--- src/cssf_pkg.sv ---
`default_nettype none
package cssf_pkg;

  // port count and register layout
  localparam int          NPORT      = 4;
  localparam int          IDX_W      = 8;
  localparam int          ADDR_W     = 10;
  // printed register offsets are indices; byte address is index * 4
  localparam logic [7:0]  PORT_A_SERIAL_STATUS_IDX = 8'hC3;
  localparam logic [7:0]  PORT_B_SERIAL_STATUS_IDX = 8'hD3;
  localparam logic [7:0]  PORT_C_SERIAL_STATUS_IDX = 8'hE3;
  localparam logic [7:0]  PORT_D_SERIAL_STATUS_IDX = 8'hF3;
  localparam logic [3:0][7:0] STAT_IDX = {PORT_D_SERIAL_STATUS_IDX,
                                          PORT_C_SERIAL_STATUS_IDX,
                                          PORT_B_SERIAL_STATUS_IDX,
                                          PORT_A_SERIAL_STATUS_IDX};
  // data registers: write fills the transmit buffer, read drains receive
  localparam logic [3:0][7:0] DATA_IDX = {8'hF0, 8'hE0, 8'hD0, 8'hC0};
  localparam logic [7:0]  IRQ_STAT_IDX = 8'h80;
  localparam logic [7:0]  IRQ_MASK_IDX = 8'h81;

  // status bit positions
  localparam int          RX_FULL_BIT = 7;
  localparam int          OVR_BIT     = 5;
  localparam int          TX_FULL_BIT = 3;
  localparam int          BUSY_BIT    = 2;

  // bits in one serial byte, in link clock cycles
  localparam logic [3:0]  BYTE_BITS   = 4'h8;

  // reset values
  localparam logic [7:0]  MASK_RST    = 8'h00;

  // axi4-lite response codes
  localparam logic [1:0]  RESP_OKAY   = 2'h0;
  localparam logic [1:0]  RESP_SLVERR = 2'h2;

endpackage : cssf_pkg
`default_nettype wire

--- src/cssf_serial_status.sv ---
// Overview of operation
// - status bit 7 is set while the receive buffer holds an unread byte
// - receive interrupt request is held while the receive buffer is full
// - status bits 6 and 4 always read as zero in clocked mode
// - overrun bit 5 sets on receive overrun, clears on receive buffer read
// - status bit 3 shows a byte waiting in the transmit buffer
// - transmit interrupt request rises when a byte moves into the shifter
// - writing the transmit buffer clears a pending transmit interrupt
// - any status register write clears transmit interrupt, value ignored
// - status bit 2 is set while the transmitter shifts a byte
// - status bits 1:0 always read as zero in clocked mode
`default_nettype none
module cssf_serial_status
  import cssf_pkg::*;
#(
  parameter int NP = NPORT                   // number of serial ports
) (
  input  wire  logic              ref_clk,   // 40 MHz block clock
  input  wire  logic              rst,       // synchronous reset, high
  input  wire  logic              ce,        // clock enable, freezes state
  input  wire  logic [ADDR_W-1:0] awaddr,    // write address
  input  wire  logic              awvalid,   // write address valid
  output logic                    awready,   // write address ready
  input  wire  logic [31:0]       wdata,     // write data
  input  wire  logic [3:0]        wstrb,     // write byte strobes
  input  wire  logic              wvalid,    // write data valid
  output logic                    wready,    // write data ready
  output logic [1:0]              bresp,     // write response
  output logic                    bvalid,    // write response valid
  input  wire  logic              bready,    // write response ready
  input  wire  logic [ADDR_W-1:0] araddr,    // read address
  input  wire  logic              arvalid,   // read address valid
  output logic                    arready,   // read address ready
  output logic [31:0]             rdata,     // read data
  output logic [1:0]              rresp,     // read response
  output logic                    rvalid,    // read data valid
  input  wire  logic              rready,    // read data ready
  input  wire  logic [NP-1:0]     sclk,      // link clock per port
  input  wire  logic [NP-1:0]     sdi,       // serial data in per port
  output logic [NP-1:0]           sdo,       // serial data out per port
  output logic [NP-1:0]           rx_irq,    // receive request, level
  output logic [NP-1:0]           tx_irq,    // transmit request, level
  output logic                    irq        // masked sticky event irq
);

  // all state of the block
  typedef struct packed {
    logic                 awready;
    logic                 wready;
    logic                 aw_have;
    logic                 w_have;
    logic [IDX_W-1:0]     waddr;
    logic [7:0]           wbyte;
    logic                 wlane0;
    logic                 bvalid;
    logic [1:0]           bresp;
    logic                 arready;
    logic                 rvalid;
    logic [1:0]           rresp;
    logic [31:0]          rdata;
    logic [NP-1:0]        sclk_s1;
    logic [NP-1:0]        sclk_s2;
    logic [NP-1:0]        sclk_s3;
    logic [NP-1:0]        sdi_s1;
    logic [NP-1:0]        sdi_s2;
    logic [NP-1:0][7:0]   rxbuf;
    logic [NP-1:0][7:0]   rx_sh;
    logic [NP-1:0][3:0]   rx_cnt;
    logic [NP-1:0]        rx_full;
    logic [NP-1:0]        ovr;
    logic [NP-1:0][7:0]   txbuf;
    logic [NP-1:0][7:0]   tx_sh;
    logic [NP-1:0][3:0]   tx_cnt;
    logic [NP-1:0]        tx_full;
    logic [NP-1:0]        busy;
    logic [NP-1:0]        tx_irq;
    logic [NP-1:0]        sdo;
    logic [2*NP-1:0]      sticky;
    logic [2*NP-1:0]      mask;
    logic                 irq;
  } cssf_state_s;

  cssf_state_s q_q;
  cssf_state_s q_d;

  logic [NP-1:0]    ev_wr_data;   // transmit buffer written
  logic [NP-1:0]    ev_wr_stat;   // status register written
  logic [NP-1:0]    ev_rd_data;   // receive buffer read
  logic [NP-1:0]    ev_load;      // byte moved into shifter
  logic [NP-1:0]    ev_done;      // last bit shifted out
  logic [NP-1:0]    ev_rx;        // byte assembled by receiver
  logic [NP-1:0]    rise;         // link clock rising edge
  logic [NP-1:0]    fall;         // link clock falling edge
  logic [NP-1:0][7:0] stat;       // status byte view per port
  logic             wr_go;        // write performed this cycle
  logic             rd_go;        // read accepted this cycle
  logic [IDX_W-1:0] ridx;         // read register index
  logic             hit_w;        // write address mapped
  logic             hit_r;        // read address mapped
  logic [7:0]       rbyte;        // read byte
  logic [7:0]       rx_new;       // byte completing in receiver

  // next-state logic
  always_comb begin
    q_d        = q_q;
    ev_wr_data = '0;
    ev_wr_stat = '0;
    ev_rd_data = '0;
    ev_load    = '0;
    ev_done    = '0;
    ev_rx      = '0;
    rise       = '0;
    fall       = '0;
    stat       = '0;
    rx_new     = '0;
    rbyte      = '0;
    hit_w      = 1'b0;
    hit_r      = 1'b0;
    ridx       = araddr[IDX_W+1:2];
    wr_go      = q_q.aw_have && q_q.w_have && !q_q.bvalid;
    rd_go      = arvalid && q_q.arready;

    // two-flop synchronisers, third stage for edge finding
    q_d.sclk_s1 = sclk;
    q_d.sclk_s2 = q_q.sclk_s1;
    q_d.sclk_s3 = q_q.sclk_s2;
    q_d.sdi_s1  = sdi;
    q_d.sdi_s2  = q_q.sdi_s1;

    // axi write channels, taken in either order
    if (awvalid && q_q.awready) begin
      q_d.waddr   = awaddr[IDX_W+1:2];
      q_d.aw_have = 1'b1;
      q_d.awready = 1'b0;
    end
    if (wvalid && q_q.wready) begin
      q_d.wbyte   = wdata[7:0];
      q_d.wlane0  = wstrb[0];
      q_d.w_have  = 1'b1;
      q_d.wready  = 1'b0;
    end

    // per-port register decode and status view
    for (int i = 0; i < NP; i++) begin
      stat[i][RX_FULL_BIT] = q_q.rx_full[i];
      stat[i][OVR_BIT]     = q_q.ovr[i];
      stat[i][TX_FULL_BIT] = q_q.tx_full[i];
      stat[i][BUSY_BIT]    = q_q.busy[i];
      // bits 6, 4 and 1:0 stay zero from the default above
      if (wr_go && q_q.waddr == DATA_IDX[i]) begin
        hit_w         = 1'b1;
        ev_wr_data[i] = q_q.wlane0;
      end
      if (wr_go && q_q.waddr == STAT_IDX[i]) begin
        hit_w         = 1'b1;
        ev_wr_stat[i] = 1'b1;                     // any value, no strobe
      end
      if (ridx == DATA_IDX[i]) begin
        hit_r         = 1'b1;
        rbyte         = q_q.rxbuf[i];
        ev_rd_data[i] = rd_go;
      end
      if (ridx == STAT_IDX[i]) begin
        hit_r         = 1'b1;
        rbyte         = stat[i];
      end
    end
    if (wr_go && q_q.waddr == IRQ_STAT_IDX) begin
      hit_w = 1'b1;
    end
    if (wr_go && q_q.waddr == IRQ_MASK_IDX) begin
      hit_w = 1'b1;
      if (q_q.wlane0) begin
        q_d.mask = q_q.wbyte;
      end
    end
    if (ridx == IRQ_STAT_IDX) begin
      hit_r = 1'b1;
      rbyte = q_q.sticky;
    end
    if (ridx == IRQ_MASK_IDX) begin
      hit_r = 1'b1;
      rbyte = q_q.mask;
    end

    // write response once both halves are in
    if (wr_go) begin
      q_d.aw_have = 1'b0;
      q_d.w_have  = 1'b0;
      q_d.bvalid  = 1'b1;
      q_d.bresp   = hit_w ? RESP_OKAY : RESP_SLVERR;
    end
    if (q_q.bvalid && bready) begin
      q_d.bvalid  = 1'b0;
      q_d.awready = 1'b1;
      q_d.wready  = 1'b1;
    end

    // read answer one cycle after the address is taken
    if (rd_go) begin
      q_d.arready = 1'b0;
      q_d.rvalid  = 1'b1;
      q_d.rresp   = hit_r ? RESP_OKAY : RESP_SLVERR;
      q_d.rdata   = {24'h000000, hit_r ? rbyte : 8'h00};
    end
    if (q_q.rvalid && rready) begin
      q_d.rvalid  = 1'b0;
      q_d.arready = 1'b1;
    end

    // per-port receiver and transmitter
    for (int i = 0; i < NP; i++) begin
      rise[i] = q_q.sclk_s2[i] && !q_q.sclk_s3[i];
      fall[i] = !q_q.sclk_s2[i] && q_q.sclk_s3[i];

      // receiver samples on rising link clock edges
      rx_new = {q_q.rx_sh[i][6:0], q_q.sdi_s2[i]};
      if (rise[i]) begin
        q_d.rx_sh[i]  = rx_new;
        q_d.rx_cnt[i] = q_q.rx_cnt[i] + 4'h1;
        if (q_q.rx_cnt[i] == BYTE_BITS - 4'h1) begin
          ev_rx[i]      = 1'b1;
          q_d.rx_cnt[i] = 4'h0;
          q_d.rxbuf[i]  = rx_new;
        end
      end
      // new byte wins over a read in the same cycle
      q_d.rx_full[i] = (q_q.rx_full[i] && !ev_rd_data[i]) || ev_rx[i];
      q_d.ovr[i]     = (q_q.ovr[i] && !ev_rd_data[i]) ||
                       (ev_rx[i] && q_q.rx_full[i] && !ev_rd_data[i]);

      // transmitter finishes on its eighth rising edge
      ev_done[i] = q_q.busy[i] && rise[i] &&
                   q_q.tx_cnt[i] == BYTE_BITS - 4'h1;
      ev_load[i] = q_q.tx_full[i] && (!q_q.busy[i] || ev_done[i]);
      if (ev_load[i]) begin
        q_d.tx_sh[i]  = q_q.txbuf[i];
        q_d.sdo[i]    = q_q.txbuf[i][7];
        q_d.tx_cnt[i] = 4'h0;
        q_d.busy[i]   = 1'b1;
      end else if (ev_done[i]) begin
        q_d.busy[i]   = 1'b0;                     // buffer empty here
      end else if (q_q.busy[i]) begin
        if (rise[i]) begin
          q_d.tx_cnt[i] = q_q.tx_cnt[i] + 4'h1;
        end
        if (fall[i] && q_q.tx_cnt[i] != 4'h0) begin // keep reloaded msb
          q_d.tx_sh[i] = {q_q.tx_sh[i][6:0], 1'b0};
          q_d.sdo[i]   = q_q.tx_sh[i][6];
        end
      end
      if (ev_wr_data[i]) begin
        q_d.txbuf[i] = q_q.wbyte;
      end
      q_d.tx_full[i] = (q_q.tx_full[i] && !ev_load[i]) ||
                       ev_wr_data[i];
      // taking a byte wins over a clear in the same cycle
      q_d.tx_irq[i]  = (q_q.tx_irq[i] && !ev_wr_data[i] &&
                        !ev_wr_stat[i]) || ev_load[i];
    end

    // sticky events: rx bytes low nibble, tx takes high nibble
    q_d.sticky = q_q.sticky;
    if (rd_go && ridx == IRQ_STAT_IDX) begin
      q_d.sticky = '0;
    end
    q_d.sticky = q_d.sticky | {ev_load, ev_rx};
    q_d.irq    = |(q_d.sticky & q_d.mask);
  end

  // state register
  always_ff @(posedge ref_clk) begin
    if (rst) begin
      q_q         <= '0;
      q_q.awready <= 1'b1;
      q_q.wready  <= 1'b1;
      q_q.arready <= 1'b1;
      q_q.mask    <= MASK_RST;
    end else if (ce) begin
      q_q <= q_d;
    end
  end

  // outputs straight from the state register
  assign awready = q_q.awready;
  assign wready  = q_q.wready;
  assign bvalid  = q_q.bvalid;
  assign bresp   = q_q.bresp;
  assign arready = q_q.arready;
  assign rvalid  = q_q.rvalid;
  assign rresp   = q_q.rresp;
  assign rdata   = q_q.rdata;
  assign sdo     = q_q.sdo;
  assign rx_irq  = q_q.rx_full;
  assign tx_irq  = q_q.tx_irq;
  assign irq     = q_q.irq;

  // checks per port
  for (genvar g = 0; g < NP; g++) begin : g_chk
    a_rx_full: assert property (@(posedge ref_clk) disable iff (rst)
      ce && ev_rx[g] |=> rx_irq[g] && stat[g][RX_FULL_BIT])
      else $error("receive byte did not raise full");
    a_rx_drop: assert property (@(posedge ref_clk) disable iff (rst)
      ce && ev_rd_data[g] && !ev_rx[g] |=> !rx_irq[g])
      else $error("receive request stayed after read");
    a_zero_bits: assert property (@(posedge ref_clk) disable iff (rst)
      stat[g][6] == 1'b0 && stat[g][4] == 1'b0)
      else $error("bits 6 or 4 not zero");
    a_ovr_set: assert property (@(posedge ref_clk) disable iff (rst)
      ce && ev_rx[g] && rx_irq[g] && !ev_rd_data[g] |=> stat[g][OVR_BIT])
      else $error("overrun not flagged");
    a_txfull_set: assert property (@(posedge ref_clk) disable iff (rst)
      ce && ev_wr_data[g] |=> stat[g][TX_FULL_BIT] ##1 1'b1)
      else $error("transmit buffer write not shown");
    a_tx_take: assert property (@(posedge ref_clk) disable iff (rst)
      ce && ev_load[g] |=> tx_irq[g] && $rose(stat[g][BUSY_BIT]) ||
      tx_irq[g] && $past(stat[g][BUSY_BIT]))
      else $error("transmit take did not request");
    a_tx_clear: assert property (@(posedge ref_clk) disable iff (rst)
      ce && ev_wr_data[g] && !ev_load[g] |=> !tx_irq[g])
      else $error("data write left transmit request");
    a_stat_write: assert property (@(posedge ref_clk) disable iff (rst)
      ce && ev_wr_stat[g] && !ev_load[g] && !ev_rx[g] |=>
      !tx_irq[g] && $stable(stat[g][RX_FULL_BIT]))
      else $error("status write misbehaved");
    a_low_bits: assert property (@(posedge ref_clk) disable iff (rst)
      stat[g][1:0] == 2'h0)
      else $error("bits 1:0 not zero");
    a_busy_hold: assert property (@(posedge ref_clk) disable iff (rst)
      ce && ev_done[g] && stat[g][TX_FULL_BIT] |=> stat[g][BUSY_BIT] [*2])
      else $error("busy dropped between bytes");
  end

endmodule // cssf_serial_status
`default_nettype wire

--- config.mk ---
export PLATFORM = sky130hd
export DESIGN_NAME = cssf_serial_status
export DESIGN_NICKNAME = d
export VERILOG_FILES = /design/src/cssf_pkg.sv /design/src/cssf_serial_status.sv
export SDC_FILE = /design/constraint.sdc
export NUM_CORES = 1
export LEC_CHECK = 0
export ABC_AREA = 1
export BUFFER_PORTS_ARGS = -buffer_cell sky130_fd_sc_hd__buf_2
export CAP_MARGIN = 20
export CORE_ASPECT_RATIO = 0.5
export CORE_UTILIZATION = 50
export CTS_CLUSTER_SIZE = 8
export DETAILED_ROUTE_END_ITERATION = 10
export PLACE_DENSITY = 0.81
export SLEW_MARGIN = 30
export SYNTH_ARGS = -nofsm -noshare
export SYNTH_HDL_FRONTEND = slang
export SYNTH_SLANG_ARGS = --single-unit
--- constraint.sdc ---
create_clock -name ref_clk -period 2.8 [get_ports ref_clk]
set_input_delay 0.14 -clock ref_clk [delete_from_list [all_inputs] [get_ports ref_clk]]
set_output_delay 0.14 -clock ref_clk [all_outputs]
set_load 0.05 [all_outputs]
==> metrics.md, run 1 <==
| Metric | Value |
|---|---|
| Clock root cell | `clkbuf_16` |
| FF-to-FF Start | `q_q[41]$_SDFFE_PP0P_` |
| Reg2reg end | `q_q[44]$_SDFFE_PP0P_` |
| Biggest area consumer among synthesized cells | `dfxtp_1` |
| Post-synthesis sequential area ratio | `0.447` |
| RSZ-0062 raised after global routing | `no` |
| Worst-path fanout max | `7` |
| Vias in the first global route | `between 8000 and 9000` |
| Most used cell, CP | `inv_1` |
| Antenna Nets Post-Route | `0` |
| Synthesized area | `around 11000 µm²` |
| Die span in x | `212 µm` |
| Mean Syn Cell Area | `about 7.4 µm²` |
| H-Tree Level Count | `2` |
| Clock Skews | `0.0140 ns` |
| Vias/cell | `5.30` |
| Footprint of the multi-input gates | `4670 µm²` |
| P_leak | `between 5 and 6 nW` |
| I/O pin cnt | `around 130` |
| Synth Instances | `around 1500` |
| Critical path class | `reg2reg` |
| Setup TNS | `0 ns` |
| WL/cell | `14.1 µm` |
| NumNets Final | `1640` |
| Sink Count | `approximately 250` |
| Share of layout cells above drive strength 1 | `0.111` |
| CORE AREA | `around 22000 µm²` |
| Worst VDD drop | `0.000273 V` |
| Minimum clock period after layout | `around 2.1 ns` |
| Worst-margin pin slew | `approximately 0.85 ns` |
| Ys flop type | `dfxtp_1` |
| Max-cap violations | `0` |
| Vias | `9843` |
| WP depth | `10` |
| Worst-Skew Late Latency | `around 0.5 ns` |
| Commonest cells post-synth | `247 x dfxtp_1, 232 x inv_1, 207 x nand2_1` |
| #FFs+latches synth | `247` |
| Most frequent cell after synthesis | `dfxtp_1` |
| Slowest CP cell | `dfxtp_1` |
| Number of distinct library cells after synthesis | `44` |
| Status | `finished, final reports clean` |
| Worst Hold Class | `in2reg` |
| FP Rows | `38` |
| CTS tree | `yes` |
| Initial core utilization | `0.510` |
| Post-DP HPWL | `between 15 and 20 mm` |
| Clock slew seen by the registers of the worst setup and hold paths | `0.05 ns` |
| Pre-antenna DRT Iters | `7` |
| Post-CTS Setup Bufs | `0` |
| Final hold slack | `between 0.001 and 0.0015 ns` |
| Pwr dens | `between 600 and 700 nW/µm²` |
| Critical path launch point | `q_q[41]$_SDFFE_PP0P_` |
| Number of synthesized flops with an enable pin | `0` |
| Critical Path RT | `3.18 ns` |
| Final critical-path share of the clock period | `0.738` |
| Global route overflow | `0` |
| Max-Slew Margin vs Limit | `0.436` |
| Clock buffer depth | `3` |
| Cts bufs inserted | `36` |
| Yosys warnings | `0` |
| Initial DRC Count | `approximately 830` |
| Port Buffer Count | `68` |
| Fin. Hold Viols | `0` |
| Reg2reg path depth | `10` |
| Largest net degree at the start of global routing | `between 70 and 80` |
| Setup violators final | `0` |
| Die ar. | `22800 µm²` |
| Fill count | `between 1500 and 2000` |
| Routed wire length | `about 26 mm` |
| Critical Path Source Type | `flop` |
| Max incr delay on CP | `~0.4 ns` |
| Die H | `approximately 110 µm` |
| WP data arrival | `between 2 and 2.5 ns` |
| DRC violations left | `0` |
| First-pass GRT wire length | `between 40 and 50 mm` |
| Crit path max-delay family | `simple AND/OR/NAND/NOR gates` |
| CP Capture Type | `flop` |
| Register area | `approximately 5000 µm²` |
| All-layer global routing usage | `0.232` |
| Ant diodes | `0` |
| FMAX | `0.484 GHz` |
| Internal reg-to-reg setup slack | `between 0.7 and 0.8 ns` |
| Buf/Inv on CP | `2` |
| Hold Crit Start | `bready` |
| Async SR Flop Fraction | `0` |
| Leading post-synthesis cells by cell area | `dfxtp_1 45%, o21ai_0 7.9%, inv_1 7.9%` |
| Count of pins over their slew limit | `0` |
| CP cell instances | `ha_1 -> nand3_1 -> o21ai_2 -> inv_1 -> nor2_2 -> inv_1 -> nand2_1 -> nand4_1 -> o21ai_0 -> a21oi_1` |
| Top cell type's share of synthesized area | `0.447` |
| Placer Congestion | `between 0.9 and 1` |
| Area Growth Syn to Fin | `14.0%` |
| Setup crit end | `q_q[44]$_SDFFE_PP0P_` |
| Post-CTS resize count | `0` |
| Initial antenna violation count | `0` |
-- cell type report --
type / count / share of cell area
Clock inverter: 2 / 0.00139
Tap cell: 300 / 0.0298
Multi-Input combinational cell: 918 / 0.371
Timing Repair Buffer: 111 / 0.0603
Inverter: 242 / 0.0721
Sequential cell: 247 / 0.392
Clock buffer: 38 / 0.0737
-- sequential cells by signal (all words and copies together), names as in the netlist --
name and flops:
q_d 12, bresp 1, rvalid 1, arready 1, rdata 8, q_q 207
rresp 1, tx_irq 4, wready 1, irq 1, bvalid 1, awready 1
rx_irq 4, sdo 4
-- placed cells by master (no fill, tap or decap), types with 19 or more instances in the layout --
cell type      count
o21ai_0          174
dfxtp_1          247
a31oi_1           21
dlygate4sd3_1     29
o21ai_1           31
o22ai_1           19
buf_2             68
a211oi_1          31
clkbuf_16         37
a21oi_1          151
nand2_1          207
nand3_1           43
inv_1            231
nor2_1           110
conb_1            26
-- routing by layer --
metal  track usage  vias to the layer above  wire [µm]
li1              -                     4950          -
met3        0.0463                       47       2010
met4        0.0647                        0        459
met1         0.325                     4489      12200
met2         0.360                      357      11500
met5             0                        -          0
-- tightest hold or removal path, stage by stage --
cell     delay (ns)
buf_2          0.08
inv_1          0.04
o21ai_0        0.13
a21oi_1        0.06
-- power by group --
group	leakage (nW)	internal, mW	total, mW	switching (mW)
clock	0.466	2.32	3.76	1.44
sequential	2.00	3.60	3.66	0.0570
combinational	2.55	0.143	0.495	0.352
-- cells by family (layout without fill, tap and decap cells) --
kind of cell,after synthesis,count (layout),share of synthesized area
AOI/OAI and AO/OA,456,456,0.230
adders and majority gates,12,12,0.0136
buffers and inverters,346,393,0.139
DFF,247,247,0.447
other,1,26,0.000339
and+or+nand+nor,424,424,0.170
-- per-stage QoR --
step	power, mW	worst slack [ns]	instance area (µm²)	util	cells
3_5_place_dp	4.18	0.945	11400	0.525	1789
6_report	7.92	0.734	12600	0.582	1858
2_1_floorplan	4.08	1.05	11200	-	1511
3_3_place_gp	4.17	0.987	11400	0.525	1789
5_1_grt	8.18	0.534	12600	0.582	1858
4_1_cts	7.96	0.772	12600	0.582	1858
-- how the worst min path moves through the flow --
stage / slack, ns / cells after the start / endpoint
finish: 0.001 / 4 / bvalid$_SDFFE_PP0P_
global route: 0.06 / 4 / bvalid$_SDFFE_PP0P_
CTS: 0.004 / 4 / bvalid$_SDFFE_PP0P_
detailed placement: 0.37 / 3 / q_d[202]$_SDFFE_PP0P_
global placement: 0.36 / 3 / q_d[214]$_SDFFE_PP0P_
floorplan: 0.27 / 2 / q_d[213]$_SDFFE_PP0P_
-- timing repair --
action,in CTS,in global routing
setup endpoints to repair,0,0
hold buffers,29,0
hold endpoints to repair,28,0
Note: power is estimated with default switching activity, not from simulation.
==> inputs of run 2 (changes only) <==
Settings changed: PLACE_DENSITY 0.81 to 0.84.
Clock period 2.8 ns to 1.7 ns, I/O delays scaled along.
==> metrics.md, run 2 (same netlist as run 1, synthesis figures left out) <==
| Metric | Value |
|---|---|
| Most used cell, CP | `nand2_1 (was inv_1)` |
| Largest reg by FF count | `q_q (unchanged)` |
| Final hold slack | `0.149 ns (was 0.00131 ns)` |
| I/O pin cnt | `126 (unchanged)` |
| Placer Congestion | `0.902 (was 0.941)` |
| FP Rows | `38 (unchanged)` |
| Critical path class | `reg2reg (unchanged)` |
| Failing checks | `negative setup slack` |
| Placed Cells | `1837 (was 1789)` |
| Clock slew seen by the registers of the worst setup and hold paths | `0.05 ns (about the same)` |
| CP Capture Type | `flop (unchanged)` |
| Setup violators final | `16 (was 0)` |
| Vias | `10891 (was 9843)` |
| Critical Path RT | `2.01 ns (was 3.18 ns)` |
| H-Tree Level Count | `2 (unchanged)` |
| Worst VDD drop | `0.000663 V (was 0.000273 V)` |
| Post-route setup slack | `-0.216 ns (was 0.734 ns)` |
| Max-Slew Margin vs Limit | `0.408 (was 0.436)` |
| DRC violations left | `0 (unchanged)` |
| Clock buffer depth | `3 (unchanged)` |
| Post-DP HPWL | `18.7 mm (was 17.5 mm)` |
| Pre-antenna DRT Iters | `7 (unchanged)` |
| Global route overflow | `0 (unchanged)` |
| Max-cap violations | `0 (unchanged)` |
| First-pass GRT wire length | `47.1 mm (was 42.9 mm)` |
| Final critical-path share of the clock period | `1.13 (was 0.738)` |
| Largest net degree at the start of global routing | `77 (unchanged)` |
| Status | `complete, but fails checks (was finished, final reports clean)` |
| Antenna Nets Post-Route | `0 (unchanged)` |
| Port Buffer Count | `68 (unchanged)` |
| Fill count | `1674 (was 1902)` |
| Die ar. | `22800 µm² (unchanged)` |
| Clock Skews | `0.0106 ns (was 0.0140 ns)` |
| WP data arrival | `2.23 ns (was 2.44 ns)` |
| RSZ-0062 raised after global routing | `yes (was no)` |
| CORE AREA | `21700 µm² (unchanged)` |
| Most frequent cells in the layout | `238 x dfxtp_1, 219 x inv_1, 198 x nand2_1, 165 x o21ai_0, 149 x a21oi_1 (was 247 x dfxtp_1, 231 x inv_1, 207 x nand2_1, 174 x o21ai_0, 151 x a21oi_1)` |
| Fin. Hold Viols | `0 (unchanged)` |
| Cts bufs inserted | `36 (unchanged)` |
| Largest register FFs | `207 (unchanged)` |
| CP cell instances | `inv_1 -> nor3_1 -> nand2_1 -> nor2_1 -> nand2_1 -> nand3_1 -> a21oi_2 (was ha_1 -> nand3_1 -> o21ai_2 -> inv_1 -> nor2_2 -> inv_1 -> nand2_1 -> nand4_1 -> o21ai_0 -> a21oi_1)` |
| Routed wire length | `31.6 mm (was 26.2 mm)` |
| Most common cell after layout, fill and taps aside | `dfxtp_1 (unchanged)` |
| Vias/cell | `5.63 (was 5.30)` |
| Area Growth Syn to Fin | `22.2% (was 14.0%)` |
| Slowest CP cell | `dfxtp_1 (unchanged)` |
| FMAX | `0.522 GHz (was 0.484 GHz)` |
| Initial antenna violation count | `0 (unchanged)` |
| Footprint of the multi-input gates | `4950 µm² (was 4670 µm²)` |
| Die H | `107 µm (unchanged)` |
| P_leak | `5.48 nW (was 5.02 nW)` |
| WL/cell | `16.4 µm (was 14.1 µm)` |
| CTS tree | `yes (unchanged)` |
| Minimum clock period after layout | `1.92 ns (was 2.07 ns)` |
| Max incr delay on CP | `0.42 ns (was 0.40 ns)` |
| Worst-margin pin slew | `0.888 ns (was 0.845 ns)` |
| Critical Path Source Type | `flop (unchanged)` |
| Worst-Skew Late Latency | `0.49 ns (was 0.50 ns)` |
| Worst Hold Class | `in2reg (unchanged)` |
| Initial core utilization | `0.510 (unchanged)` |
| Finished Layout Cells | `1933 (was 1858)` |
| Die span in x | `212 µm (unchanged)` |
| Register area | `4960 µm² (was 4940 µm²)` |
| Sink Count | `247 (unchanged)` |
| Count of pins over their slew limit | `0 (unchanged)` |
| Clock root cell | `clkbuf_16 (unchanged)` |
| NumNets Final | `1717 (was 1640)` |
| Vias in the first global route | `9727 (was 8922)` |
| All-layer global routing usage | `0.254 (was 0.232)` |
| Share of layout cells above drive strength 1 | `0.181 (was 0.111)` |
| Ant diodes | `0 (unchanged)` |
| Pwr dens | `973 nW/µm² (was 628 nW/µm²)` |
| Initial DRC Count | `1335 (was 834)` |
| Worst-path fanout max | `3 (was 7)` |
run 2: cell types whose count changed in the layout (fill, tap and decap cells not counted), sizes merged:
cell         previous run  this run
o21ai                 213       214
nand2                 216       217
inv                   243       241
buf                    82       153
clkbuf                 38        39
dlygate4sd3            29        32
run 2: per-layer routing:
layer | share of wire | track usage | vias up | routed length, µm
met3 | 0.090 | 0.0398 | 117 | 2840
met1 | 0.42 | 0.338 | 5087 | 13400
met4 | 0.036 | 0.0704 | 0 | 1130
met5 | 0 | 0 | - | 0
li1 | - | - | 5104 | -
met2 | 0.45 | 0.428 | 583 | 14300
run 2: critical path: cells and delay by family, from the launching register on:
kind,cells,cell delay (ns)
AND/OR/NAND/NOR,5,1.09
flip-flops,1,0.42
buffers and inverters,1,0.09
AO/OA/AOI/OAI,1,0.14
run 2: through the flow:
| stage | util | instance area (µm²) | setup TNS, ns | total power [mW] | setup WS (ns) |
|---|---|---|---|---|---|
| final | 0.624 | 13500 | -0.898 | 13.2 | -0.216 |
| after global routing | 0.624 | 13500 | -3.47 | 13.5 | -0.254 |
| after CTS | 0.603 | 13100 | 0 | 13.1 | 0.00204 |
| after detailed placement | 0.542 | 11800 | -0.777 | 6.92 | -0.0789 |
| after global placement | 0.542 | 11800 | -0.0572 | 6.91 | -0.0386 |
| after floorplan | - | 11200 | 0 | 6.72 | 0.00362 |
run 2: report_power, final:
part	total, mW	switching [mW]	internal, mW	leakage (nW)
Clock	6.21	2.41	3.80	0.457
Combinational	0.921	0.638	0.283	3.02
Sequential	6.02	0.0947	5.93	2.01
run 2: final timing paths:
check | cells past startpoint | start | to | slack (ns)
worst min-delay path | 4 | rst | q_q[179]$_SDFFE_PP0P_ | 0.15
worst min register to register | 2 | q_q[76]$_SDFFE_PP0P_ | q_q[76]$_SDFFE_PP0P_ | 0.45
worst max register to register | 7 | q_q[270]$_SDFFE_PP0P_ | tx_irq[3]$_SDFFE_PP0P_ | -0.22
worst max-delay path | 7 | q_q[270]$_SDFFE_PP0P_ | tx_irq[3]$_SDFFE_PP0P_ | -0.22
run 2: timing repair:
item / 4_1_cts / 5_1_grt
cloned: 0 / 3
resized for setup: 13 / 80
setup buffers: 3 / 20
hold buffers: 32 / 0
endpoints found under the hold margin: 31 / 0
endpoints found under the setup margin: 39 / 102
pin swaps: 4 / 16
run 2: cell type report:
class | instances | area share
Sequential cell | 247 | 0.367
Multi-Input combinational cell | 920 | 0.366
Timing Repair Buffer | 186 | 0.103
Clock buffer | 38 | 0.0688
Inverter | 242 | 0.0680
Tap cell | 300 | 0.0278
==> inputs of run 3 (changes only) <==
Settings changed: CELL_PAD_IN_SITES_DETAIL_PLACEMENT set to 1, CELL_PAD_IN_SITES_GLOBAL_PLACEMENT set to 2, CORE_UTILIZATION 50 to 30, PLACE_DENSITY 0.84 to 0.86.
==> metrics.md, run 3 (same netlist as run 1, synthesis figures left out) <==
| Metric | Value |
|---|---|
| Area Growth Syn to Fin | `26.2% (was 22.2%)` |
| Initial core utilization | `0.306 (was 0.510)` |
| Post-route setup slack | `-0.0108 ns (was -0.216 ns)` |
| Status | `complete, but fails checks (unchanged)` |
| Max-Slew Margin vs Limit | `0.655 (was 0.408)` |
| Placed Area | `12300 µm² (was 11800 µm²)` |
| All-layer global routing usage | `0.174 (was 0.254)` |
| Die ar. | `37700 µm² (was 22800 µm²)` |
| Critical Path Source Type | `flop (unchanged)` |
| Die span in x | `274 µm (was 212 µm)` |
| Clock Skews | `0.0109 ns (was 0.0106 ns)` |
| DRC violations left | `0 (unchanged)` |
| Worst-path fanout max | `8 (was 3)` |
| Pwr Total | `13.2 mW (about the same)` |
| Routed wire length | `33.5 mm (was 31.6 mm)` |
| Critical Path RT | `2.14 ns (was 2.01 ns)` |
| Die H | `138 µm (was 107 µm)` |
| WL/cell | `15.7 µm (was 16.4 µm)` |
| Minimum clock period after layout | `1.71 ns (was 1.92 ns)` |
| Largest reg by FF count | `q_q (unchanged)` |
| Initial antenna violation count | `0 (unchanged)` |
| Max-cap violations | `0 (unchanged)` |
| FP Rows | `49 (was 38)` |
| Critical path class | `reg2reg (unchanged)` |
| Setup violators final | `3 (was 16)` |
| FMAX | `0.585 GHz (was 0.522 GHz)` |
| Port Buffer Count | `68 (unchanged)` |
| Vias in the first global route | `9976 (was 9727)` |
| Final critical-path share of the clock period | `1.01 (was 1.13)` |
| Max incr delay on CP | `0.36 ns (was 0.42 ns)` |
| Fill count | `4385 (was 1674)` |
| CTS tree | `yes (unchanged)` |
| Largest net degree at the start of global routing | `77 (unchanged)` |
| Ant diodes | `0 (unchanged)` |
| Count of pins over their slew limit | `0 (unchanged)` |
| Worst VDD drop | `0.000457 V (was 0.000663 V)` |
| I/O pin cnt | `126 (unchanged)` |
| Final core area utilization | `0.387 (was 0.624)` |
| Pre-antenna DRT Iters | `4 (was 7)` |
| P_leak | `5.64 nW (was 5.48 nW)` |
| Post-DP HPWL | `22.9 mm (was 18.7 mm)` |
| Largest register FFs | `207 (unchanged)` |
| Fin. Hold Viols | `0 (unchanged)` |
| First-pass GRT wire length | `52.2 mm (was 47.1 mm)` |
| Final Cell Area | `14000 µm² (was 13500 µm²)` |
| WP data arrival | `2.15 ns (was 2.23 ns)` |
| Global route overflow | `0 (unchanged)` |
| Placer Congestion | `0.836 (was 0.902)` |
| Share of layout cells above drive strength 1 | `0.194 (was 0.181)` |
| Vias | `10227 (was 10891)` |
| Clock slew seen by the registers of the worst setup and hold paths | `0.05 ns (about the same)` |
| Failing checks | `negative setup slack (unchanged)` |
| Cts bufs inserted | `36 (unchanged)` |
| Clock root cell | `clkbuf_16 (unchanged)` |
| CP cell instances | `ha_4 -> inv_4 -> o31ai_4 -> inv_2 -> nor2_8 -> buf_12 -> nand2_4 -> o21ai_2 -> o21ai_1 -> a21oi_1 (was inv_1 -> nor3_1 -> nand2_1 -> nor2_1 -> nand2_1 -> nand3_1 -> a21oi_2)` |
| CP Capture Type | `flop (unchanged)` |
| Initial DRC Count | `510 (was 1335)` |
| Sink Count | `247 (unchanged)` |
| Most common cell after layout, fill and taps aside | `dfxtp_1 (unchanged)` |
| Worst-margin pin slew | `0.516 ns (was 0.888 ns)` |
| H-Tree Level Count | `2 (unchanged)` |
| Worst-Skew Late Latency | `0.52 ns (was 0.49 ns)` |
| RSZ-0062 raised after global routing | `yes (unchanged)` |
| Vias/cell | `4.79 (was 5.63)` |
| Antenna Nets Post-Route | `0 (unchanged)` |
| Pwr dens | `946 nW/µm² (was 973 nW/µm²)` |
| Most frequent cells in the layout | `237 x dfxtp_1, 223 x inv_1, 197 x nand2_1, 151 x o21ai_0, 149 x a21oi_1 (was 238 x dfxtp_1, 219 x inv_1, 198 x nand2_1, 165 x o21ai_0, 149 x a21oi_1)` |
| Slowest CP cell | `dfxtp_4 (was dfxtp_1)` |
| Worst Hold Class | `in2reg (unchanged)` |
| CORE AREA | `36100 µm² (was 21700 µm²)` |
| NumNets Final | `1737 (was 1717)` |
| Clock buffer depth | `3 (unchanged)` |
[run 3: cell count changes in the layout (fill, tap and decap cells not counted), sizes merged]
cell / previous run / this run
buf: 153 / 174
clkinv: 1 / 0
dlygate4sd3: 32 / 31
inv: 241 / 242
nand2: 217 / 218
o21ai: 214 / 213
[run 3: worst paths after layout]
| path | startpoint | endpoint | slack, ns | cells after the start |
|---|---|---|---|---|
| max | q_q[38]$_SDFFE_PP0P_ | sdo[1]$_SDFFE_PP0P_ | -0.01 | 10 |
| min | ce | q_q[210]$_SDFFE_PP0P_ | 0.04 | 3 |
| max reg2reg | q_q[38]$_SDFFE_PP0P_ | sdo[1]$_SDFFE_PP0P_ | -0.01 | 10 |
| min reg2reg | q_q[50]$_SDFFE_PP0P_ | q_q[50]$_SDFFE_PP0P_ | 0.44 | 2 |
[run 3: metrics by stage]
step / worst slack, ns / std cells / hold WS, ns / setup TNS (ns)
floorplan: 0.00362 / 1511 / 0.220 / 0
global placement: -0.0277 / 2053 / 0.312 / -0.0528
detailed placement: -0.0758 / 2053 / 0.320 / -0.568
CTS: -0.0390 / 2122 / 0.0312 / -0.0390
global route: -0.132 / 2137 / 0.0718 / -1.14
finish: -0.0108 / 2137 / 0.0399 / -0.0220
[run 3: final cells by class]
cell class / instances / area, µm² / share of cell area
clock buffers: 38 / 930 / 0.0666
inverters: 242 / 918 / 0.0658
multi-input cells: 920 / 4930 / 0.353
flip-flops and latches: 247 / 4960 / 0.355
well taps: 484 / 606 / 0.0434
repair buffers: 206 / 1620 / 0.116
[run 3: critical path: cells and delay by family (launching register included)]
kind / cells / cell delay, ns
compound gates: 4 / 0.57
fa+ha+maj: 1 / 0.15
buf+inv: 3 / 0.31
flops: 1 / 0.36
simple gates: 2 / 0.22
[run 3: power by group]
group / internal [mW] / switching (mW)
clock network: 3.80 / 2.47
logic: 0.292 / 0.646
registers: 5.93 / 0.0853
total: 10.0 / 3.20
[run 3: what timing repair did]
| action | in CTS | in global routing |
|---|---|---|
| hold buffers | 31 | 0 |
| buffers inserted | 0 | 12 |
| endpoints found under the hold margin | 30 | 0 |
| setup endpoints to repair | 23 | 76 |
| resized for setup | 6 | 99 |
| cloned | 0 | 3 |
| pin swaps | 5 | 19 |
[run 3: metal layers]
metal,global-route usage,up-vias,share of wire
met2,0.287,150,0.46
met1,0.233,4898,0.49
met3,0.0288,57,0.037
met4,0.0497,0,0.020
met5,0,-,0
li1,-,5122,-
